### src/hdl/smc_pkg.sv
// constants for the serial master control block: offsets, field layout, codes
// assumes a byte address of eight bits with word-aligned registers
package smc_pkg;

    // register offsets
    localparam logic [7:0] OFS_CTRL0   = 8'h00;
    localparam logic [7:0] OFS_CTRL1   = 8'h04;
    localparam logic [7:0] OFS_ENABLE  = 8'h08;
    localparam logic [7:0] OFS_WIRE3   = 8'h0C;
    localparam logic [7:0] OFS_SELECT  = 8'h10;
    localparam logic [7:0] OFS_DIVIDER = 8'h14;
    localparam logic [7:0] OFS_TX_THR  = 8'h18;
    localparam logic [7:0] OFS_RX_THR  = 8'h1C;
    localparam logic [7:0] OFS_TX_LVL  = 8'h20;
    localparam logic [7:0] OFS_RX_LVL  = 8'h24;
    localparam logic [7:0] OFS_STATUS  = 8'h28;
    localparam logic [7:0] OFS_MASK    = 8'h2C;

    // writable bits of each register
    localparam logic [31:0] MASK_CTRL0   = 32'h017FFFFF;
    localparam logic [31:0] MASK_CTRL1   = 32'h0000FFFF;
    localparam logic [31:0] MASK_ENABLE  = 32'h00000001;
    localparam logic [31:0] MASK_WIRE3   = 32'h00000007;
    localparam logic [31:0] MASK_SELECT  = 32'h00000001;
    localparam logic [31:0] MASK_DIVIDER = 32'h0000FFFF;
    localparam logic [31:0] MASK_THR     = 32'h000000FF;
    localparam logic [31:0] MASK_IRQ     = 32'h0000003F;
    localparam logic [31:0] RESET_VALUE  = 32'h00000000;

    // control word zero field positions
    localparam int CTL_TOGGLE  = 24;
    localparam int CTL_LANE_LO = 21;
    localparam int CTL_FLEN_LO = 16;
    localparam int CTL_CLEN_LO = 12;
    localparam int CTL_LOOP    = 11;
    localparam int CTL_DIR_LO  = 8;
    localparam int CTL_POL     = 7;

    // lane formats and transfer directions
    localparam logic [1:0] LANE_SINGLE = 2'h0;
    localparam logic [1:0] LANE_DUAL   = 2'h1;
    localparam logic [1:0] DIR_TXRX    = 2'h0;
    localparam logic [1:0] DIR_TX      = 2'h1;
    localparam logic [1:0] DIR_RX      = 2'h2;
    localparam logic [1:0] DIR_READ    = 2'h3;

    // fifo geometry
    localparam int              PTR_W     = 4;
    localparam int              LVL_W     = 5;
    localparam int              FIFO_SIZE = 16;
    localparam logic [LVL_W-1:0] LVL_FULL = 5'h10;

    // frame arithmetic
    localparam logic [7:0] WORD_BITS = 8'h20;

    typedef enum logic [1:0] {S_IDLE, S_HOLD, S_GAP, S_SHIFT} smc_state_type;

endpackage

### src/hdl/smc_serial_master.sv
// serial master with control and status registers behind a register port
// assumes the register port follows a two-phase select/enable handshake,
// and that tx_push, rx_pop come from logic on the same clock
//
// Operation
// - lane format bits 22:21 choose single, dual or quad lanes
// - wide frame length n gives data frames of n+1 serial clocks
// - control frame length n gives control frames of n+1 serial clocks
// - direction bits 9:8 pick duplex, tx only, rx only or read mode
// - bit 24 enables select toggling between frames, reset zero
// - bit 11 loops shift output back into shift input
// - 16-bit frame count sets frames transferred in counted modes
// - select bit 0 set asserts the one slave select line during frames
// - tx threshold sets level judging the tx empty condition
// - rx threshold sets level judging the rx full condition
// - status word holds seven flags, all zero after reset
// - six mask bits gate six event sources, reset zero
`timescale 1ns/1ps
`default_nettype none
module smc_serial_master
    import smc_pkg::*;
(
    // system
    input  wire logic        clock,
    input  wire logic        reset_n,
    // register port
    input  wire logic        psel,
    input  wire logic        penable,
    input  wire logic        pwrite,
    input  wire logic [7:0]  paddr,
    input  wire logic [31:0] pwdata,
    output logic      [31:0] prdata,
    output logic             pready,
    output logic             pslverr,
    // data words
    input  wire logic        tx_push,
    input  wire logic [31:0] tx_word,
    input  wire logic        rx_pop,
    output logic      [31:0] rx_word,
    // serial pins
    output logic             sclk,
    output logic             ss_n,
    output logic      [3:0]  sd_out,
    output logic      [3:0]  sd_oe_n,
    input  wire logic [3:0]  sd_in,
    // masked event levels
    output logic      [5:0]  event_flags
);
    // registers
    logic [31:0]   ctrl0_reg;
    logic [31:0]   ctrl1_reg;
    logic          enable_reg;
    logic [2:0]    wire3_reg;
    logic          select_reg;
    logic [15:0]   divider_reg;
    logic [7:0]    tx_thr_reg;
    logic [7:0]    rx_thr_reg;
    logic [5:0]    mask_reg;
    // fifos
    logic [31:0]      tx_mem [FIFO_SIZE];
    logic [31:0]      rx_mem [FIFO_SIZE];
    logic [PTR_W-1:0] tx_wr_reg;
    logic [PTR_W-1:0] tx_rd_reg;
    logic [PTR_W-1:0] rx_wr_reg;
    logic [PTR_W-1:0] rx_rd_reg;
    logic [LVL_W-1:0] tx_lvl_reg;
    logic [LVL_W-1:0] rx_lvl_reg;
    // engine
    smc_state_type state_reg;
    logic          cur_tx_reg;
    logic          cur_rx_reg;
    logic [4:0]    cur_len_reg;
    logic [4:0]    clk_cnt_reg;
    logic [16:0]   rx_left_reg;
    logic [31:0]   tx_sh_reg;
    logic [31:0]   rx_sh_reg;
    // combinational
    logic [1:0]    lane_format;
    logic [1:0]    direction;
    logic          polarity;
    logic          multi_lane;
    logic [2:0]    lanes;
    logic          tick;
    logic          lead;
    logic          trail;
    logic          frame_end;
    logic          can_run;
    logic          start_rx;
    logic          start_tx;
    logic [4:0]    start_len;
    logic [7:0]    start_bits;
    logic [31:0]   tx_load;
    logic [3:0]    out_bits;
    logic [3:0]    in_bits;
    logic [3:0]    sd_in_sync;
    logic          tx_full;
    logic          rx_full;
    logic          tx_push_ok;
    logic          rx_push;
    logic          rx_push_ok;
    logic          rx_pop_ok;
    logic          setup;
    logic          wr_go;
    logic          rd_hit;
    logic [31:0]   rd_data;
    logic [6:0]    status;
    logic [5:0]    raw_events;

    assign lane_format = ctrl0_reg[CTL_LANE_LO +: 2];
    assign direction   = ctrl0_reg[CTL_DIR_LO +: 2];
    assign polarity    = ctrl0_reg[CTL_POL];
    assign multi_lane  = lane_format != LANE_SINGLE;

    always_comb begin
        if (lane_format == LANE_SINGLE) begin
            lanes = 3'h1;
        end else if (lane_format == LANE_DUAL) begin
            lanes = 3'h2;
        end else begin
            lanes = 3'h4;
        end
    end

    smc_sync #(
        .W (4)
    ) u_sync (
        .clock    (clock),
        .reset_n  (reset_n),
        .async_in (sd_in),
        .sync_out (sd_in_sync)
    );

    smc_clkdiv u_div (
        .clock   (clock),
        .reset_n (reset_n),
        .run     (state_reg == S_SHIFT || state_reg == S_GAP),
        .divisor (divider_reg),
        .tick    (tick)
    );

    // register port: access phase always completes
    assign setup = psel & ~penable;
    assign wr_go = psel & penable & pwrite & pready;

    always_comb begin
        rd_hit  = 1'b1;
        rd_data = RESET_VALUE;
        case (paddr)
            OFS_CTRL0:   rd_data = ctrl0_reg;
            OFS_CTRL1:   rd_data = ctrl1_reg;
            OFS_ENABLE:  rd_data = {31'h0, enable_reg};
            OFS_WIRE3:   rd_data = {29'h0, wire3_reg};
            OFS_SELECT:  rd_data = {31'h0, select_reg};
            OFS_DIVIDER: rd_data = {16'h0, divider_reg};
            OFS_TX_THR:  rd_data = {24'h0, tx_thr_reg};
            OFS_RX_THR:  rd_data = {24'h0, rx_thr_reg};
            OFS_TX_LVL:  rd_data = {27'h0, tx_lvl_reg};
            OFS_RX_LVL:  rd_data = {27'h0, rx_lvl_reg};
            OFS_STATUS:  rd_data = {25'h0, status};
            OFS_MASK:    rd_data = {26'h0, mask_reg};
            default:     rd_hit = 1'b0;
        endcase
    end

    always_ff @(posedge clock or negedge reset_n) begin
        if (!reset_n) begin
            prdata  <= 32'h00000000;
            pready  <= 1'b0;
            pslverr <= 1'b0;
        end else begin
            pready  <= setup;
            pslverr <= setup & ~rd_hit;
            if (setup) begin
                prdata <= pwrite ? 32'h00000000 : rd_data;
            end
        end
    end

    // masks drop reserved bits on the way in
    always_ff @(posedge clock or negedge reset_n) begin
        if (!reset_n) begin
            ctrl0_reg   <= RESET_VALUE;
            ctrl1_reg   <= RESET_VALUE;
            enable_reg  <= 1'b0;
            wire3_reg   <= 3'h0;
            select_reg  <= 1'b0;
            divider_reg <= 16'h0000;
            tx_thr_reg  <= 8'h00;
            rx_thr_reg  <= 8'h00;
            mask_reg    <= 6'h00;
        end else if (wr_go && !pslverr) begin
            case (paddr)
                OFS_CTRL0:   ctrl0_reg   <= pwdata & MASK_CTRL0;
                OFS_CTRL1:   ctrl1_reg   <= pwdata & MASK_CTRL1;
                OFS_ENABLE:  enable_reg  <= pwdata[0];
                OFS_WIRE3:   wire3_reg   <= pwdata[2:0];
                OFS_SELECT:  select_reg  <= pwdata[0];
                OFS_DIVIDER: divider_reg <= pwdata[15:0];
                OFS_TX_THR:  tx_thr_reg  <= pwdata[7:0];
                OFS_RX_THR:  rx_thr_reg  <= pwdata[7:0];
                OFS_MASK:    mask_reg    <= pwdata[5:0];
                default:     ctrl0_reg   <= ctrl0_reg;
            endcase
        end
    end

    // fifo control; disabling flushes both sides
    assign tx_full    = tx_lvl_reg == LVL_FULL;
    assign rx_full    = rx_lvl_reg == LVL_FULL;
    assign tx_push_ok = tx_push & ~tx_full & enable_reg;
    assign rx_push    = frame_end & cur_rx_reg;
    assign rx_push_ok = rx_push & ~rx_full;
    assign rx_pop_ok  = rx_pop & (rx_lvl_reg != 5'h00);

    always_ff @(posedge clock) begin
        if (tx_push_ok) begin
            tx_mem[tx_wr_reg] <= tx_word;
        end
        if (rx_push_ok) begin
            rx_mem[rx_wr_reg] <= rx_sh_reg;
        end
    end

    always_ff @(posedge clock or negedge reset_n) begin
        if (!reset_n) begin
            tx_wr_reg  <= '0;
            tx_rd_reg  <= '0;
            tx_lvl_reg <= '0;
        end else if (!enable_reg) begin
            tx_wr_reg  <= '0;
            tx_rd_reg  <= '0;
            tx_lvl_reg <= '0;
        end else begin
            if (tx_push_ok) begin
                tx_wr_reg <= tx_wr_reg + 1'b1;
            end
            if (start_tx) begin
                tx_rd_reg <= tx_rd_reg + 1'b1;
            end
            case ({tx_push_ok, start_tx})
                2'b10:   tx_lvl_reg <= tx_lvl_reg + 1'b1;
                2'b01:   tx_lvl_reg <= tx_lvl_reg - 1'b1;
                default: tx_lvl_reg <= tx_lvl_reg;
            endcase
        end
    end

    always_ff @(posedge clock or negedge reset_n) begin
        if (!reset_n) begin
            rx_wr_reg  <= '0;
            rx_rd_reg  <= '0;
            rx_lvl_reg <= '0;
            rx_word    <= 32'h00000000;
        end else if (!enable_reg) begin
            rx_wr_reg  <= '0;
            rx_rd_reg  <= '0;
            rx_lvl_reg <= '0;
        end else begin
            if (rx_push_ok) begin
                rx_wr_reg <= rx_wr_reg + 1'b1;
            end
            if (rx_pop_ok) begin
                rx_rd_reg <= rx_rd_reg + 1'b1;
                rx_word   <= rx_mem[rx_rd_reg];
            end
            case ({rx_push_ok, rx_pop_ok})
                2'b10:   rx_lvl_reg <= rx_lvl_reg + 1'b1;
                2'b01:   rx_lvl_reg <= rx_lvl_reg - 1'b1;
                default: rx_lvl_reg <= rx_lvl_reg;
            endcase
        end
    end

    // frame start decision
    assign can_run  = enable_reg & (divider_reg != 16'h0000);
    assign start_rx = (state_reg == S_IDLE || state_reg == S_HOLD) & can_run
                      & (rx_left_reg != 17'h00000) & ~rx_full;
    // counted modes end the transaction; duplex and tx-only keep streaming
    assign start_tx = (state_reg == S_IDLE || state_reg == S_HOLD) & can_run
                      & (rx_left_reg == 17'h00000) & (tx_lvl_reg != 5'h00)
                      & (state_reg == S_IDLE || direction == DIR_TXRX
                         || direction == DIR_TX);
    assign start_len = (direction == DIR_READ)
                       ? {1'b0, ctrl0_reg[CTL_CLEN_LO +: 4]}
                       : ctrl0_reg[CTL_FLEN_LO +: 5];
    assign start_bits = ({3'h0, start_len} + 8'h01) * {5'h00, lanes};
    assign tx_load    = (start_bits >= WORD_BITS) ? tx_mem[tx_rd_reg]
                        : tx_mem[tx_rd_reg] << (WORD_BITS - start_bits);

    assign lead      = tick & (sclk == polarity);
    assign trail     = tick & (sclk != polarity);
    assign frame_end = (state_reg == S_SHIFT) & trail
                       & (clk_cnt_reg == cur_len_reg);

    always_comb begin
        if (lane_format == LANE_SINGLE) begin
            out_bits = {3'h0, tx_sh_reg[31]};
            in_bits  = {3'h0, sd_in_sync[1]};
        end else if (lane_format == LANE_DUAL) begin
            out_bits = {2'h0, tx_sh_reg[31:30]};
            in_bits  = {2'h0, sd_in_sync[1:0]};
        end else begin
            out_bits = tx_sh_reg[31:28];
            in_bits  = sd_in_sync;
        end
        if (ctrl0_reg[CTL_LOOP]) begin
            in_bits = out_bits;
        end
    end

    // serial engine
    always_ff @(posedge clock or negedge reset_n) begin
        if (!reset_n) begin
            state_reg   <= S_IDLE;
            sclk        <= 1'b0;
            cur_tx_reg  <= 1'b0;
            cur_rx_reg  <= 1'b0;
            cur_len_reg <= 5'h00;
            clk_cnt_reg <= 5'h00;
            rx_left_reg <= 17'h00000;
            tx_sh_reg   <= 32'h00000000;
            rx_sh_reg   <= 32'h00000000;
        end else if (!enable_reg) begin
            state_reg   <= S_IDLE;
            sclk        <= polarity;
            rx_left_reg <= 17'h00000;
        end else begin
            case (state_reg)
                S_IDLE, S_HOLD: begin
                    sclk        <= polarity;
                    clk_cnt_reg <= 5'h00;
                    rx_sh_reg   <= 32'h00000000;
                    if (start_rx) begin
                        state_reg   <= S_SHIFT;
                        cur_tx_reg  <= 1'b0;
                        cur_rx_reg  <= 1'b1;
                        cur_len_reg <= ctrl0_reg[CTL_FLEN_LO +: 5];
                        rx_left_reg <= rx_left_reg - 17'h00001;
                    end else if (start_tx) begin
                        state_reg   <= S_SHIFT;
                        cur_tx_reg  <= direction != DIR_RX;
                        cur_rx_reg  <= direction == DIR_TXRX || direction == DIR_RX;
                        cur_len_reg <= start_len;
                        tx_sh_reg   <= tx_load;
                        if (direction == DIR_RX) begin
                            rx_left_reg <= {1'b0, ctrl1_reg[15:0]};
                        end else if (direction == DIR_READ) begin
                            rx_left_reg <= {1'b0, ctrl1_reg[15:0]} + 17'h00001;
                        end
                    end else if (state_reg == S_HOLD) begin
                        state_reg <= S_IDLE;
                    end
                end
                S_SHIFT: begin
                    if (tick) begin
                        sclk <= ~sclk;
                    end
                    if (lead && cur_rx_reg) begin
                        rx_sh_reg <= (rx_sh_reg << lanes) | {28'h0, in_bits};
                    end
                    if (trail) begin
                        tx_sh_reg   <= tx_sh_reg << lanes;
                        clk_cnt_reg <= clk_cnt_reg + 5'h01;
                    end
                    if (frame_end) begin
                        state_reg <= ctrl0_reg[CTL_TOGGLE] ? S_GAP : S_HOLD;
                    end
                end
                S_GAP: begin
                    sclk <= polarity;
                    if (tick) begin
                        state_reg <= S_HOLD;
                    end
                end
                default: state_reg <= S_IDLE;
            endcase
        end
    end

    // pins; rx frames release the data lanes in multi-lane formats
    always_ff @(posedge clock or negedge reset_n) begin
        if (!reset_n) begin
            ss_n    <= 1'b1;
            sd_out  <= 4'h0;
            sd_oe_n <= 4'hF;
        end else begin
            ss_n   <= ~(select_reg & (state_reg == S_SHIFT || state_reg == S_HOLD));
            sd_out <= cur_tx_reg ? out_bits : 4'h0;
            if (state_reg == S_SHIFT && (cur_tx_reg || !multi_lane)) begin
                sd_oe_n <= ~((4'h1 << lanes) - 4'h1);
            end else begin
                sd_oe_n <= 4'hF;
            end
        end
    end

    // status and events; collision and transmit error never arise in a lone master
    // flags read zero while disabled, so the word is clear out of reset
    assign status = !enable_reg ? 7'h00
                    : {1'b0, 1'b0, rx_full, rx_lvl_reg != 5'h00, tx_lvl_reg == 5'h00,
                       ~tx_full, state_reg != S_IDLE};
    assign raw_events = {1'b0,
                         {3'h0, rx_lvl_reg} > rx_thr_reg,
                         rx_push & rx_full,
                         rx_pop & (rx_lvl_reg == 5'h00),
                         tx_push & tx_full & enable_reg,
                         {3'h0, tx_lvl_reg} <= tx_thr_reg};

    always_ff @(posedge clock or negedge reset_n) begin
        if (!reset_n) begin
            event_flags <= 6'h00;
        end else begin
            event_flags <= raw_events & mask_reg;
        end
    end
endmodule
`default_nettype wire

### src/hdl/smc_sync.sv
// two-stage synchroniser for pin inputs
// assumes the inputs are quasi-static against clock
`timescale 1ns/1ps
`default_nettype none
module smc_sync #(
    parameter int W = 4
) (
    // system
    input  wire logic         clock,
    input  wire logic         reset_n,
    // pins in, synchronised out
    input  wire logic [W-1:0] async_in,
    output logic      [W-1:0] sync_out
);
    logic [W-1:0] stage1_reg;

    always_ff @(posedge clock or negedge reset_n) begin
        if (!reset_n) begin
            stage1_reg <= '0;
            sync_out   <= '0;
        end else begin
            stage1_reg <= async_in;
            sync_out   <= stage1_reg;
        end
    end
endmodule
`default_nettype wire

### src/hdl/smc_clkdiv.sv
// half-period tick generator for the serial clock
// assumes divisor is stable while run is high
`timescale 1ns/1ps
`default_nettype none
module smc_clkdiv (
    // system
    input  wire logic        clock,
    input  wire logic        reset_n,
    // control
    input  wire logic        run,
    input  wire logic [15:0] divisor,
    // one-cycle pulse per half serial period
    output logic             tick
);
    logic [14:0] half;
    logic [14:0] count_reg;

    // odd divisors round down; a divisor of one still gives a tick
    assign half = (divisor[15:1] == 15'h0000) ? 15'h0001 : divisor[15:1];

    always_ff @(posedge clock or negedge reset_n) begin
        if (!reset_n) begin
            count_reg <= 15'h0000;
            tick      <= 1'b0;
        end else if (!run) begin
            count_reg <= 15'h0000;
            tick      <= 1'b0;
        end else if (count_reg >= half - 15'h0001) begin
            count_reg <= 15'h0000;
            tick      <= 1'b1;
        end else begin
            count_reg <= count_reg + 15'h0001;
            tick      <= 1'b0;
        end
    end
endmodule
`default_nettype wire

### config.mk
export PLATFORM = sky130hd
export DESIGN_NAME = smc_serial_master
export DESIGN_NICKNAME = d
export VERILOG_FILES = /design/src/hdl/smc_pkg.sv /design/src/hdl/smc_serial_master.sv /design/src/hdl/smc_sync.sv /design/src/hdl/smc_clkdiv.sv
export SDC_FILE = /design/constraint.sdc
export NUM_CORES = 2
export LEC_CHECK = 0
export ABC_CLOCK_PERIOD_IN_PS = 4500
export BUFFER_PORTS_ARGS = -buffer_cell sky130_fd_sc_hd__buf_2
export CAP_MARGIN = 30
export CORE_MARGIN = 1.5
export CORE_UTILIZATION = 50
export DETAILED_ROUTE_END_ITERATION = 7
export PLACE_DENSITY = 0.69
export SLEW_MARGIN = 20
export SYNTH_ARGS = -nofsm -noshare
export SYNTH_HDL_FRONTEND = slang
export SYNTH_SLANG_ARGS = --single-unit
### constraint.sdc
create_clock -name clock -period 4.5 [get_ports clock]
set_input_delay 1.35 -clock clock [delete_from_list [all_inputs] [get_ports clock]]
set_output_delay 1.35 -clock clock [all_outputs]
set_load 0.005 [all_outputs]
; After elaboration in Yosys (flattened, before gate mapping)
; Memories as Yosys holds them, arrays and structs flattened. A register that Yosys moved wholly into a read port is not among the register bits.
; Index checks and enable logic that the tools add are counted.
; W data, S select, Z words.
[classes]
mux = 67
n_addsub = 16
reduce_logical = 48
n_lt_le_gt_ge = 4
n_shift = 4
multipliers = 1
bitwise_logic = 35
n_eq_ne = 45
[op_table]
columns = operator, count
row1 = $pmux W25 S12, 1
row2 = $mux W32, 6
row3 = $pmux W32 S2, 2
row4 = $mux W17, 6
row5 = $shl A32 B3 Y32, 2
row6 = $mux W4, 15
row7 = $mux W15, 3
row8 = $mux W5, 7
row9 = $eq A8 B5 Y1 const B, 4
row10 = $eq A8 B6 Y1 const B, 4
row11 = $or A32 B4 Y32, 1
row12 = $shl A32 B8 Y32, 1
row13 = $pmux W5 S2, 3
row14 = $and A1 B1 Y1, 26
row15 = $reduce_and A2 Y1, 10
row16 = $add A16 B1 Y17 const B, 1
row17 = $logic_not A17 Y1, 1
row18 = $reduce_bool A17 Y1, 1
row19 = $sub A17 B1 Y17 const B, 1
row20 = $add A4 B1 Y4 const B, 4
row21 = $eq A8 B4 Y1 const B, 2
row22 = $reduce_bool A16 Y1, 1
row23 = $add A15 B1 Y15 const B, 1
row24 = $add A5 B1 Y5 const B, 3
row25 = 47 further kinds, 114
[totals]
out_inout_bits = 82
mem_bits_rw = 1024
register_bits = 278
memories = 2
wordCells = 257
inputBits = 83
[mem_list]
columns = memory, depth, width, rd, rd_ports_with_merged_regs, wr, line
row1 = rx_mem, 16, 32, 1, 1, 1, smc_serial_master.sv:61  ; logic [31:0] rx_mem [FIFO_SIZE];
row2 = tx_mem, 16, 32, 1, 0, 1, smc_serial_master.sv:60  ; logic [31:0] tx_mem [FIFO_SIZE];

; Logic depth before layout (Yosys ltp)
[logic_depth]
word_depth = 10
ltp_mapped = 24

; By module
; Synthesis repeated with hierarchy kept, for this count alone.
[unflattened]
hier_cells = 3949
hier_area_um2 = 58005.6
[by_module_without_submodules]
columns = mod, instances, seq_area_each_um2, area_each_um2, cells_per_inst
row1 = smc_serial_master, 1, 37661.1, 56486.7, 3788
row2 = smc_clkdiv, 1, 400.4, 1318.8, 153
row3 = smc_sync, 1, 200.2, 200.2, 8

; Worst setup path after synthesis
; Ideal clock, no wire load.
[synth_timing]
path_type = reg2reg
start = reg ctrl0_reg[9]
end = reg tx_sh_reg[23]
arrival_time_ns = 4.837
required_ns = 4.405
stages_incl_launch_ff = 21
slack_ns = -0.433
synth_period_minus_slack_ns = 4.933
path_cell_list = dfrtp_1 -> buf_2 -> and3_1 -> clkbuf_1 -> nor2_1 -> inv_1 -> ha_1 -> xnor2_1 -> and2_1 -> fa_1 -> ha_1 -> fa_1 -> xnor2_1 -> nand3_1 -> or4b_1 -> a21boi_2 -> buf_2 -> o21ai_1 -> o21a_1 -> o41a_1 -> o31ai_1
[synth_between]
elab_chain_len = 10
[synth_rtl]
columns = item, line
row1 = from (decl), smc_serial_master.sv:50  ; logic [31:0] ctrl0_reg;
row2 = from (signal assigned), smc_serial_master.sv:193  ; OFS_CTRL0: ctrl0_reg <= pwdata & MASK_CTRL0;
row3 = from (signal assigned), smc_serial_master.sv:202  ; default: ctrl0_reg <= ctrl0_reg;
row4 = $eq A2 B2 Y1, smc_serial_master.sv:283  ; assign start_len = (direction == DIR_READ)
row5 = $mux W5, smc_serial_master.sv:284  ; ? {1'b0, ctrl0_reg[CTL_CLEN_LO +: 4]}
row6 = $add A5 B1 Y6, smc_serial_master.sv:286  ; assign start_bits = ({3'h0, start_len} + 8'h01) * {5'h00, lanes};
row7 = $mul A6 B3 Y8, smc_serial_master.sv:286
row8 = $sub A6 B8 Y8, smc_serial_master.sv:288  ; : tx_mem[tx_rd_reg] << (WORD_BITS - start_bits);
row9 = $shl A32 B8 Y32, smc_serial_master.sv:288
row10 = $mux W32, smc_serial_master.sv:287  ; assign tx_load = (start_bits >= WORD_BITS) ? tx_mem[tx_rd_reg]
row11 = $mux W32, smc_serial_master.sv:339  ; end else if (start_tx) begin
row12 = $mux W32, smc_serial_master.sv:333  ; if (start_rx) begin
row13 = $pmux W32 S2, smc_serial_master.sv:328  ; case (state_reg)
row14 = to (signal assigned), smc_serial_master.sv:344  ; tx_sh_reg <= tx_load;
row15 = to (signal assigned), smc_serial_master.sv:362  ; tx_sh_reg <= tx_sh_reg << lanes;
row16 = to (decl), smc_serial_master.sv:75  ; logic [31:0] tx_sh_reg;
; Parallel ways exist; a longest one is shown, timed or not. The select of a mux whose other input is x is not followed.
; A chain may end at the register's enable or synchronous reset.

; Final worst setup path
[layout_timing]
start = reg ctrl0_reg[9]
end = reg tx_sh_reg[16]
; The elaborated chain is that of the path after synthesis.

==> metrics.md <==
| Metric | Value |
|---|---|
| Antenna Violating Nets Remaining | 0 |
| Tmin final | 4.75 ns |
| Critical path buffers and inverters | 6 |
| PnR worst setup slack | -0.246 ns |
| VDD IR max | roughly 0.00036 V |
| Violated checks | setup timing |
| Switching Power | a little over 5 mW |
| Type of origin of the critical path | flop |
| Cell area power density | approximately 370 nW/um2 |
| Outcome | finished, violations left |
| Vias in the first global route | 35309 |
| Hold crit path type | flop to flop |
| Syn. warnings | 0 |
| Die height | around 340 um |
| P_int | 19.7 mW |
| Seq pwr share | approximately 53% |
| CTS HTree Levels | 4 |
| Final setup violating endpoints | 28 |
| Largest stage delay, worst path | 0.54 ns |
| Hold-fix buffers at CTS | 0 |
| R2r setup slk | -0.25 ns |
| CP endpoint kind | flop |
| DR top layer | met5 |
| Slew Limit Headroom | about two fifths |
| Row count | between 100 and 150 |
| Post-Route WL | approximately 150 mm |
| Post-synthesis async set-or-reset flop share | 22.7% |
| Period utilization | 105% |
| Crit Path Category | flop to flop |
| Final Hold Viols | 0 |
| I/O pins | about 170 |
| CP Cell Sequence | buf_6, a21boi_4, nor2_4, inv_2, ha_4, nand3b_1, xnor2_2, o21ai_2, nand2_1, fa_1, inv_2, ha_4, a21o_1, a21oi_2, xnor2_2, or4_1, o21ai_4, buf_12, buf_4, o21ai_4, buf_4, nor2_4, a211oi_1, o32ai_1 |
| Number of CTS-inserted buffers | 138 |
| CP top delay family | compound AO/OA/AOI/OAI gates |
| Post-Synthesis Cells | between 3000 and 4000 |
| Initial antenna violation count | 4 |
| Hold path cells | 0 |
| Sequential fraction of the synthesis area | around 66% |
| Vias per cell | 6.09 |
| Sw frac | about a fifth |
| Synthesized cell area | just under 60000 um2 |
| Total GRT Usage | approximately a quarter |
| Peak Freq | 0.211 GHz |
| Combinational share of power | 1.3% |
| Slowest cell on crit path | or4_1 |
| Slew @ Worst Pin | approximately 0.89 ns |
| Vias | approximately 36000 |
| RR Startpoint | ctrl0_reg[9] |
| Worst EP arrival | between 5 and 6 ns |
| Horiz. Die Dim | 343 um |
| Core area | approximately 110000 um2 |
| Register clock-pin slew on the reported worst setup and hold paths | 0.06 ns |
| Reg2reg path depth | 24 |
| Capturing point of the worst reg2reg path | tx_sh_reg[16] |
| Hold Startpoint | u_sync.stage1_reg[0] |
| Min-Delay Endpoint | u_sync.sync_out[0] |
| Setup Skew | 0.0497 ns |
| DR pass1 iterations | 8 |
| Root Buffer | clkbuf_16 |
| Layout cell share with drive strength beyond 1 | roughly 26% |
| First-pass GRT wire length | ~230 mm |
| P&R area growth vs syn | 16.7% |
| Dpl cell area | approximately 62000 um2 |
| GP Congestion | around 0.94 |
| Clock network power share | between 40% and 50% |
| DR WL met3 | 10.0 mm |
| Req. time, crit path | between 5 and 6 ns |
| Total power | about 25 mW |
| Hpwl dp | 94.1 mm |
| DRC | 0 |
| Maximum fanout along the worst path | 16 |
| Largest regs | rx_mem x512, tx_mem x512 |
| Clock sinks | 1324 |
| Post-synth EDFFs | between 1000 and 1500 |
| Ys flop type | edfxtp_1 |
| Largest net degree at the start of global routing | roughly 110 |
| Met2 routed WL | 73.5 mm |
| #FFs+latches synth | roughly 1300 |
| CTS tree | done |
| Mean post-synth cell area | 14.8 um2 |
| Slew Viols, Final | 0 |
| RSZ-0062 raised after global routing | yes |
| Clk_lat worst skew | 0.77 ns |
| Nets | approximately 4400 |
| Initial core utilization | between 50% and 60% |
| CTS Buffer Depth | 3 |
| Wire per inst | 25.7 um |
| Die area | roughly 120000 um2 |
| DR iter-0 viols | ~3400 |
| Maxcap violations | 0 |
| Leakage | ~23 nW |
| Cell area after layout | roughly 68000 um2 |
| Port bufs | roughly 150 |
| Post-Route M1 WL | around 64 mm |
| GRT overflow | 0 |
| Synth cell types | between 80 and 90 |
[per-stage QoR]
step / util (%) / hold WS, ns / setup slack, ns / instances / setup TNS [ns]
after detailed placement: 54.3 / 0.343 / -0.493 / 5599 / -10.66
after floorplan: - / 0.331 / -0.220 / 3914 / -21.17
after global routing: 58.9 / 0.359 / -0.440 / 5889 / -10.15
after global placement: 54.3 / 0.336 / -0.436 / 5598 / -7.89
after CTS: 58.6 / 0.357 / -0.229 / 5866 / -3.44
final: 58.9 / 0.355 / -0.246 / 5890 / -3.83
[synth_stat cells, types with 22 or more instances]
library cell,count,area share (%)
xor2_1,32,0.48
mux4_2,186,7.2
nand2_1,317,2.1
ha_1,55,1.2
dfrtp_1,296,13
buf_2,33,0.29
o221ai_1,68,1.0
nor3_1,48,0.41
nor2_1,313,2.0
buf_1,30,0.19
a21oi_1,152,1.3
edfxtp_1,1024,53
clkbuf_1,145,0.94
nand3_1,34,0.29
inv_1,37,0.24
mux2i_1,263,4.5
mux2_2,152,3.0
buf_4,23,0.30
a31oi_1,28,0.30
xnor2_1,51,0.77
a22oi_1,22,0.29
o22ai_1,22,0.24
o21ai_0,208,1.8
nor2b_1,23,0.25
a21o_1,22,0.29
a211oi_1,28,0.36
[worst register-to-register path, cell delays in order, from the launching register on]
cell and delay (ns):
dfrtp_2 0.44, buf_6 0.14, a21boi_4 0.17, nor2_4 0.07
inv_2 0.07, ha_4 0.16, nand3b_1 0.12, xnor2_2 0.15
o21ai_2 0.16, nand2_1 0.09, fa_1 0.50, inv_2 0.05
ha_4 0.23, a21o_1 0.16, a21oi_2 0.18, xnor2_2 0.13
or4_1 0.54, o21ai_4 0.28, buf_12 0.19, buf_4 0.13
o21ai_4 0.05, buf_4 0.17, nor2_4 0.10, a211oi_1 0.09
o32ai_1 0.22
[cell families (layout without fill, tap and decap cells)]
kind of cell               after synthesis  after routing  share of synthesized area (%)
xor gates and xnor gates                83             83                           1.26
DFF                                   1324           1324                           66.1
adders and majority gates               62             62                           1.43
and+or+nand+nor                        862            862                           6.52
muxes                                  601            601                           14.7
buffers and inverters                  273            736                           2.02
other                                    1             10                        0.00648
AOI/OAI and AO/OA                      700            700                           7.96
[final cells by class]
| type | instances | area [um2] |
|---|---|---|
| diodes | 1 | 2.50 |
| clock buffers | 179 | 3760 |
| clock inverters | 71 | 761 |
| fillers | 8661 | 47100 |
| inverters | 40 | 150 |
| multi-input cells | 2317 | 19200 |
| flip-flops and latches | 1324 | 38300 |
| well taps | 1512 | 1890 |
| repair buffers | 446 | 3500 |
[worst max path at each step]
stage | startpoint | endpoint | slack, ns | cells past startpoint
2_1_floorplan | state_reg[1] | rx_mem[0][0] | -0.22 | 10
3_3_place_gp | ctrl0_reg[9] | tx_sh_reg[27] | -0.44 | 22
3_5_place_dp | ctrl0_reg[9] | tx_sh_reg[27] | -0.49 | 23
4_1_cts | ctrl0_reg[8] | tx_sh_reg[20] | -0.23 | 24
5_1_grt | ctrl0_reg[9] | tx_sh_reg[20] | -0.44 | 24
6_report | ctrl0_reg[9] | tx_sh_reg[16] | -0.25 | 24
[power groups by stage]
stage	Combinational (mW)	Sequential [mW]	Clock (mW)
4_1_cts	0.318	13.1	11.5
6_report	0.321	13.1	11.3
5_1_grt	0.356	13.1	11.9
3_3_place_gp	0.306	13.4	0
3_5_place_dp	0.313	13.4	0
2_1_floorplan	0.0938	13.4	0
[per-layer routing]
layer,vias to the layer above,track usage (%)
met1,18330,35.7
li1,15846,-
met2,1360,41.6
met4,6,8.87
met5,-,0
met3,303,4.53
[placed cells by master, fill, tap and decap left out, types with 17 or more instances in the layout]
master | Yosys | final
clkbuf_1 | 145 | 27
a22o_1 | 17 | 17
clkinv_1 | 2 | 25
nand4_1 | 20 | 20
mux2i_1 | 263 | 261
edfxtp_1 | 1024 | 1024
buf_2 | 33 | 146
nand3_1 | 34 | 33
nor3_1 | 48 | 34
a21o_1 | 22 | 22
o211ai_1 | 20 | 20
o21ai_1 | 3 | 17
ha_1 | 55 | 52
nor2b_1 | 23 | 23
dfrtp_1 | 296 | 285
clkbuf_16 | 0 | 140
nor2_4 | 0 | 28
xnor2_1 | 51 | 44
mux4_2 | 186 | 186
o22ai_1 | 22 | 20
nand2_1 | 317 | 311
buf_12 | 0 | 34
o21ai_0 | 208 | 188
a22oi_1 | 22 | 21
a221oi_1 | 19 | 17
mux2_2 | 152 | 152
a211oi_1 | 28 | 27
nand2b_1 | 18 | 17
nor2_1 | 313 | 282
a31oi_1 | 28 | 28
inv_1 | 37 | 34
xor2_1 | 32 | 31
o221ai_1 | 68 | 67
a21oi_1 | 152 | 145
buf_4 | 23 | 253
[timing repair]
action	CTS	global route
resized for setup	72	43
pin swaps	37	32
setup buffers	16	23
endpoints found under the setup margin	32	32
cloned	1	1
Power figures use the tool's default switching activity.
